`config.mk`:
```
export PLATFORM = sky130hd
export DESIGN_NAME = ccl_bank
export DESIGN_NICKNAME = d
export VERILOG_FILES = /design/src/hw/ccl_pkg.sv /design/src/hw/ccl_bank.sv
export VERILOG_INCLUDE_DIRS = /design/src /design/src/hw
export SDC_FILE = /design/constraint.sdc
export NUM_CORES = 1
export LEC_CHECK = 0
export ABC_AREA = 1
export BUFFER_PORTS_ARGS = -buffer_cell sky130_fd_sc_hd__buf_4
export CAP_MARGIN = 40
export CORE_MARGIN = 4
export CORE_UTILIZATION = 65
export CTS_BUF_LIST = sky130_fd_sc_hd__clkbuf_8
export DETAILED_ROUTE_END_ITERATION = 16
export HOLD_SLACK_MARGIN = 0.15
export PLACE_DENSITY = 0.85
export SYNTH_ARGS = -nofsm -noshare
export SYNTH_HDL_FRONTEND = slang
export SYNTH_SLANG_ARGS = --single-unit
export TNS_END_PERCENT = 10
```
`constraint.sdc`:
```
create_clock -name i_ref_clk -period 57.2 [get_ports i_ref_clk]
set_clock_uncertainty 0.1 [all_clocks]
set_input_delay 8.58 -clock i_ref_clk [delete_from_list [all_inputs] [get_ports i_ref_clk]]
set_output_delay 8.58 -clock i_ref_clk [all_outputs]
set_load 0.01 [all_outputs]
```
`src/hw/ccl_map.svh`:
```
// register offsets, field positions, reset values and timing for the assessment bank
`ifndef CCL_MAP_SVH
`define CCL_MAP_SVH
`define CCL_ADDR_STATUS 6'h01
`define CCL_ADDR_CONTROL 6'h08
`define CCL_ADDR_THRESH 6'h09
`define CCL_BIT_DONE 7
`define CCL_BIT_IDLE 6
`define CCL_BIT_REQ 7
`define CCL_METHOD_HI 6
`define CCL_METHOD_LO 5
`define CCL_THR_HI 4
`define CCL_THR_LO 0
`define CCL_CTRL_RESET 8'h00
`define CCL_THRESH_RESET 8'hc7
`define CCL_ASSESS_TIME_NS 140000
`define CCL_CLK_PERIOD_NS 100
`define CCL_ASSESS_CYCLES (`CCL_ASSESS_TIME_NS / `CCL_CLK_PERIOD_NS)
`define CCL_LQI_MIN_LEN 8'h02
`endif

```
`src/hw/ccl_pkg.sv`:
```
// types shared by the assessment and quality bank
package ccl_pkg;
   typedef enum logic [1:0] {
      CCL_M_OR = 2'b00,
      CCL_M_ENERGY = 2'b01,
      CCL_M_CARRIER = 2'b10,
      CCL_M_AND = 2'b11
   } ccl_method_t;
   typedef enum logic [0:0] {
      CCL_IDLE = 1'b0,
      CCL_MEASURE = 1'b1
   } ccl_state_t;
   typedef struct packed {
      logic we;
      logic [5:0] addr;
      logic [7:0] wdata;
   } ccl_reg_req_t;
   typedef struct packed {
      logic valid;
      logic [7:0] data;
   } ccl_byte_t;
endpackage
```
`src/hw/ccl_bank.sv`:
```
// assessment control/status registers and per-frame quality byte generation
// Operation
// - on completion status bit 6 shows result: 0 busy, 1 idle
// - a new request clears the idle result bit
// - writing 1 to control bit 7 starts assessment; completion raises done event
// - request bit clears itself once accepted and reads back zero
// - method bits 6:5 select OR, energy, carrier, AND decisions
// - energy busy when power exceeds floor plus twice threshold field
// - methods 0 and 3 combine energy and carrier with OR and AND
// - every received frame gets one extra quality byte appended
// - quality value is unsigned 0 to 255 from correlation results
// - quality value valid only for payloads of two octets or more
// - quality recomputed per frame from several symbol correlations
// - status bit 7 reads 0 while pending, 1 when done, cleared by request
// - result available 140 us after request in listening state
`timescale 1ns/1ps
`include "ccl_map.svh"
module ccl_bank #(
   parameter int ASSESS_CYCLES = `CCL_ASSESS_CYCLES
) (
   // clock and reset
   input wire logic i_ref_clk,
   input wire logic i_reset,
   // register port from spi slave
   input wire ccl_pkg::ccl_reg_req_t i_reg_req,
   input wire logic i_reg_valid,
   output logic [7:0] o_reg_rdata,
   // transceiver state bits shown in status[4:0]
   input wire logic [4:0] i_trx_state,
   // measurement front end, signed dBm
   input wire logic signed [7:0] i_rx_power,
   input wire logic signed [7:0] i_floor,
   input wire logic i_carrier_seen,
   // received symbols
   input wire logic i_rx_active,
   input wire ccl_pkg::ccl_byte_t i_rx_byte,
   input wire logic i_sym_valid,
   input wire logic [7:0] i_sym_corr,
   input wire logic i_frame_last,
   // outputs
   output logic o_assess_done_event,
   output ccl_pkg::ccl_byte_t o_buf_byte,
   output logic o_frame_end_event
);
   ////////////////////////////////////////////////////////////////
   ccl_pkg::ccl_state_t state;
   ccl_pkg::ccl_state_t next_state;
   logic [7:0] control;
   logic [7:0] thresh;
   logic done_flag;
   logic idle_flag;
   logic [15:0] timer;
   logic busy_seen;
   logic [15:0] corr_sum;
   logic [7:0] corr_cnt;
   logic [7:0] pay_len;
   logic ed_busy;
   logic decide_busy;
   logic wr_ctrl;
   logic wr_thr;
   logic rd_req;
   logic start;
   logic measuring;
   logic timer_end;
   logic finish;
   logic corr_take;
   logic short_frame;
   logic signed [9:0] level;
   logic [7:0] lqi;
   logic [7:0] quality;
   logic [7:0] status;
   logic [7:0] rd_mux;
   ccl_pkg::ccl_method_t method;
   ////////////////////////////////////////////////////////////////
   assign wr_ctrl = i_reg_valid && i_reg_req.we && i_reg_req.addr == `CCL_ADDR_CONTROL;
   assign wr_thr = i_reg_valid && i_reg_req.we && i_reg_req.addr == `CCL_ADDR_THRESH;
   assign rd_req = i_reg_valid && !i_reg_req.we;
   assign start = wr_ctrl && i_reg_req.wdata[`CCL_BIT_REQ];
   assign measuring = state == ccl_pkg::CCL_MEASURE;
   assign method = ccl_pkg::ccl_method_t'(control[`CCL_METHOD_HI:`CCL_METHOD_LO]);
   assign level = 10'(i_floor) + 10'({thresh[`CCL_THR_HI:`CCL_THR_LO], 1'b0});
   assign ed_busy = 10'(i_rx_power) > level;
   assign decide_busy = (method == ccl_pkg::CCL_M_OR) ? (ed_busy || i_carrier_seen) :
                        (method == ccl_pkg::CCL_M_ENERGY) ? ed_busy :
                        (method == ccl_pkg::CCL_M_CARRIER) ? i_carrier_seen :
                        (ed_busy && i_carrier_seen);
   assign timer_end = measuring && timer == 16'(ASSESS_CYCLES - 1);
   // a request in the last cycle restarts the window rather than ending it
   assign finish = timer_end && !start;
   // average correlation, counter stops at a byte
   assign lqi = (corr_cnt == 8'h00) ? 8'h00 : 8'(corr_sum / 16'(corr_cnt));
   assign corr_take = i_rx_active && i_sym_valid && corr_cnt != 8'hff;
   // short frames get a zero byte
   assign short_frame = pay_len < `CCL_LQI_MIN_LEN;
   assign quality = short_frame ? 8'h00 : lqi;
   assign status = {done_flag, idle_flag, 1'b0, i_trx_state};
   // unmapped addresses read as zero
   assign rd_mux = (i_reg_req.addr == `CCL_ADDR_STATUS) ? status :
                   (i_reg_req.addr == `CCL_ADDR_CONTROL) ? control :
                   (i_reg_req.addr == `CCL_ADDR_THRESH) ? thresh :
                   8'h00;
   ////////////////////////////////////////////////////////////////
   always_comb begin
      next_state = state;
      case (state)
         ccl_pkg::CCL_IDLE: begin
            if (start) begin
               next_state = ccl_pkg::CCL_MEASURE;
            end
         end
         ccl_pkg::CCL_MEASURE: begin
            if (finish) begin
               next_state = ccl_pkg::CCL_IDLE;
            end
         end
         default: next_state = ccl_pkg::CCL_IDLE;
      endcase
   end
   ////////////////////////////////////////////////////////////////
   always_ff @(posedge i_ref_clk) begin
      if (i_reset) begin
         state <= ccl_pkg::CCL_IDLE;
      end else begin
         state <= next_state;
      end
   end
   ////////////////////////////////////////////////////////////////
   always_ff @(posedge i_ref_clk) begin
      if (i_reset) begin
         control <= `CCL_CTRL_RESET;
         thresh <= `CCL_THRESH_RESET;
      end else begin
         if (wr_ctrl) begin
            // request bit never stored so it reads as zero
            control <= {1'b0, i_reg_req.wdata[`CCL_BIT_REQ - 1:0]};
         end
         if (wr_thr) begin
            thresh <= i_reg_req.wdata;
         end
      end
   end
   ////////////////////////////////////////////////////////////////
   always_ff @(posedge i_ref_clk) begin
      if (i_reset) begin
         timer <= 16'h0000;
         busy_seen <= 1'b0;
      end else if (start) begin
         timer <= 16'h0000;
         busy_seen <= 1'b0;
      end else if (measuring) begin
         timer <= timer + 16'h0001;
         busy_seen <= busy_seen || decide_busy;
      end
   end
   ////////////////////////////////////////////////////////////////
   always_ff @(posedge i_ref_clk) begin
      if (i_reset) begin
         done_flag <= 1'b0;
         idle_flag <= 1'b0;
         o_assess_done_event <= 1'b0;
      end else begin
         o_assess_done_event <= finish;
         if (start) begin
            done_flag <= 1'b0;
            idle_flag <= 1'b0;
         end else if (timer_end) begin
            done_flag <= 1'b1;
            idle_flag <= !(busy_seen || decide_busy);
         end
      end
   end
   ////////////////////////////////////////////////////////////////
   always_ff @(posedge i_ref_clk) begin
      if (i_reset) begin
         o_reg_rdata <= 8'h00;
      end else if (rd_req) begin
         o_reg_rdata <= rd_mux;
      end
   end
   ////////////////////////////////////////////////////////////////
   // payload bytes pass through, quality byte follows the last one
   always_ff @(posedge i_ref_clk) begin
      if (i_reset) begin
         corr_sum <= 16'h0000;
         corr_cnt <= 8'h00;
      end else if (i_frame_last) begin
         corr_sum <= 16'h0000;
         corr_cnt <= 8'h00;
      end else if (corr_take) begin
         corr_sum <= corr_sum + 16'(i_sym_corr);
         corr_cnt <= corr_cnt + 8'h01;
      end
   end
   always_ff @(posedge i_ref_clk) begin
      if (i_reset) begin
         pay_len <= 8'h00;
      end else if (i_frame_last) begin
         pay_len <= 8'h00;
      end else if (i_rx_byte.valid) begin
         pay_len <= pay_len + 8'h01;
      end
   end
   always_ff @(posedge i_ref_clk) begin
      if (i_reset) begin
         o_buf_byte <= '0;
         o_frame_end_event <= 1'b0;
      end else begin
         o_buf_byte <= i_rx_byte;
         o_frame_end_event <= i_frame_last;
         if (i_frame_last) begin
            o_buf_byte.valid <= 1'b1;
            o_buf_byte.data <= quality;
         end
      end
   end
endmodule // ccl_bank

```
==> results.tsv <==
stage	metric	value	unit
run_status	outcome	completed	
sta	final setup vio count	0	
global_routing	total track usage	27.3	%
sta	FMAX	35.2	MHz
layout	ant diodes	0	
detailed_routing	DR iter-0 viols	627	
detailed_routing	vias per cell	5.54	
global_routing	initial antenna violation count	0	
yosys	top post-synthesis cells by area	dfxtp_1, ha_1, nand2_1	
flow_run	Max Cap Viol	0	
floorplan	Die Width	132	um
yosys	simple-gate share of the synthesized area	35.6	%
floorplan	Initial Utilization	66.1	%
yosys	EDFF count, synth	0	
min_path	worst hold start	thresh[5]	
yosys	Synth Area in Compound Gates	15.3	%
yosys	sequential-to-total area share from yosys stat	17.1	%
yosys	Post-synth top flop	dfxtp_1	
sta	Final Cycle Share	49.7	%
yosys	top cells by count, synth	nand2_1, inv_1, ha_1, nand3_1, o21ai_0	
sta	unrepaired setup endpoints after global routing	no	
yosys	synth warn	0	
clock_tree	CTS Buf Count	9	
clock_tree	H-tree depth	3	
worst_setup_path	CP max FO	17	
global_routing	vias in the first global route	9394	
place	DPL Wire Length	19200	um
yosys	number of library cell types mapped by synthesis	50	
sta	slew at the pin closest to its max-slew limit	0.686	ns
worst_setup_path	cell mode on critical path	nand2_1	
place	Routability Congestion	0.926	
floorplan	# rows	45	
floorplan	core area	15200	um2
yosys	Synth Cell Area	10100	um2
floorplan	chip height	132	um
sta	Slew HR	54.1	%
yosys	cell taking the most area after synthesis	dfxtp_1	
global_routing	largest net degree at the start of global routing	30	
clock_tree	CTS tree	done	
yosys	most common cell in the netlist	nand2_1	
sta	Period minus WS final	28.45	ns
yosys	Async S/R FF share, synth	0	%
worst_setup_path	Setup Crit Path Kind	flop to flop	
sta	Slew Limit Fails	0	
sta	Fin Setup TNS	0	ns
detailed_routing	drt drc	0	
yosys	synthesized flop and latch total	86	
clock_tree	worst-skew pair later-pin latency	0.37	ns
sta	final hold vios	0	
clock_tree	CTS root buf	clkbuf_8	
yosys	adder-cell share of the synthesized area	16.2	%
worst_setup_path	worst reg2reg path startpoint	corr_cnt[0]	
clock_tree	Max clock buf depth	2	
floorplan	IO Count	79	
detailed_routing	First-pass DRT Iterations	5	
yosys	multiplexer share of the synthesized area	0	%
worst_setup_path	Critical Path Source	corr_cnt[0]	
worst_setup_path	CP max-delay cell	nor2_1	
worst_setup_path	Critical Path Max Stage Delay	0.55	ns
yosys	Post-Synth XOR/XNOR Area	5.58	%
clock_tree	setup bufs post-CTS	0	
yosys	largest family of logic cells by synthesized area	simple AND/OR/NAND/NOR gates	
layout	# fillers	1323	
clock_tree	CTS clk-pin slew, worst paths	0.10	ns
place	IO buf count	78	
worst_setup_path	Worst setup SP type	flop	
layout	layout cells sized above 1	11.5	%
detailed_routing	wire length per cell	13.1	um
worst_setup_path	CP arrival	28.63	ns
detailed_routing	drt total wl	24000	um
global_routing	grt total ovfl	0	
detailed_routing	via count	10160	
min_path	hold crit path type	flop to flop	
layout	Area Growth Syn to Fin	9.38	%
clock_tree	clk sinks	86	
clock_tree	Resized Gates After CTS	0	
yosys	syn_nets	1768	
global_routing	first-pass GRT wire length	41400	um
yosys	Avg Cell Area, Syn	6.37	um2
worst_setup_path	Critical Path RT	57.38	ns
detailed_routing	DRT antenna net count	0	
clock_tree	# hold bufs at CTS	0	
layout	fin nets	1830	
floorplan	die area	17500	um2
yosys	post-synth top area share	17.1	%
yosys	Syn Inst Count	1579	
worst_setup_path	crit end category	flop	
## per-stage QoR
stage / instances / hold slack (ns) / util, % / area [um2] / setup slack, ns
after floorplan: 1579 / 0.330 / - / 10100 / 31.46
after global routing: 1834 / 0.388 / 72.3 / 11000 / 25.16
after CTS: 1834 / 0.364 / 72.3 / 11000 / 28.90
after detailed placement: 1818 / 0.353 / 71.0 / 10800 / 29.01
final: 1834 / 0.364 / 72.3 / 11000 / 28.75
after global placement: 1818 / 0.346 / 71.0 / 10800 / 30.04
## worst paths after layout
check                           cells after the start       endpoint  slack [ns]
worst min-delay path                                2      thresh[5]        0.36
worst max register to register                    195  o_buf_byte[0]       28.75
worst max-delay path                              195  o_buf_byte[0]       28.75
worst min register to register                      2      thresh[5]        0.36
## per-layer routing
layer | wire, um | up-vias | GRT usage, % | part of all wire [%]
met5 | 0 | - | 0 | 0
met4 | 377 | 0 | 6.58 | 1.6
met3 | 918 | 34 | 3.66 | 3.8
met2 | 11400 | 205 | 48.1 | 48
met1 | 11300 | 4583 | 35.5 | 47
li1 | - | 5338 | - | -
## sequential cells by signal, summed over array words and instances, names as in the netlist
| signal | count |
|---|---|
| busy_seen | 1 |
| control | 7 |
| corr_cnt | 8 |
| corr_sum | 16 |
| done_flag | 1 |
| idle_flag | 1 |
| measuring | 1 |
| o_assess_done_event | 1 |
| o_buf_byte | 9 |
| o_frame_end_event | 1 |
| o_reg_rdata | 8 |
| pay_len | 8 |
| thresh | 8 |
| timer | 16 |
## critical path, delay by kind of cell, from the launching register on
family / cells / cell delay, ns
AOI/OAI and AO/OA: 53 / 8.30
DFF: 1 / 0.46
buffers and inverters: 27 / 2.76
and+or+nand+nor: 98 / 11.56
adders and majority gates: 16 / 4.93
xor gates and xnor gates: 1 / 0.19
## cells in the final DEF (no fill, tap or decap), drive strengths merged, types with 2 or more instances in the layout
cell type,n
or2,14
inv,243
o31ai,6
xor2,38
o211ai,6
dfxtp,86
nand4,23
xnor2,26
fa,2
o21ai,119
clkbuf,9
nand2,421
a21oi,84
nor3,26
o221ai,6
o21bai,14
a31oi,7
a21o,18
nand3b,9
buf,84
ha,127
a211oi,4
nor2,108
nor3b,6
clkinvlp,3
nand3,134
nor4,10
and3,3
## final cells by class
class	instances	area, um2	share of cell area [%]
inverter	240	901	8.19
clock buffer	9	124	1.13
multi-input combinational	1220	7300	66.4
tap	188	235	2.14
sequential	86	1720	15.7
clock inverter	7	81.3	0.740
timing repair buffer	84	631	5.73
## kinds of logic after synthesis
logic type,Yosys count
AOI/OAI and AO/OA,271
adders and majority gates,129
DFF,86
xor gates and xnor gates,64
and+or+nand+nor,756
buffers and inverters,273
Power is not shown: default switching activity piles up to over one toggle a cycle in this logic, so the estimate is an artifact.
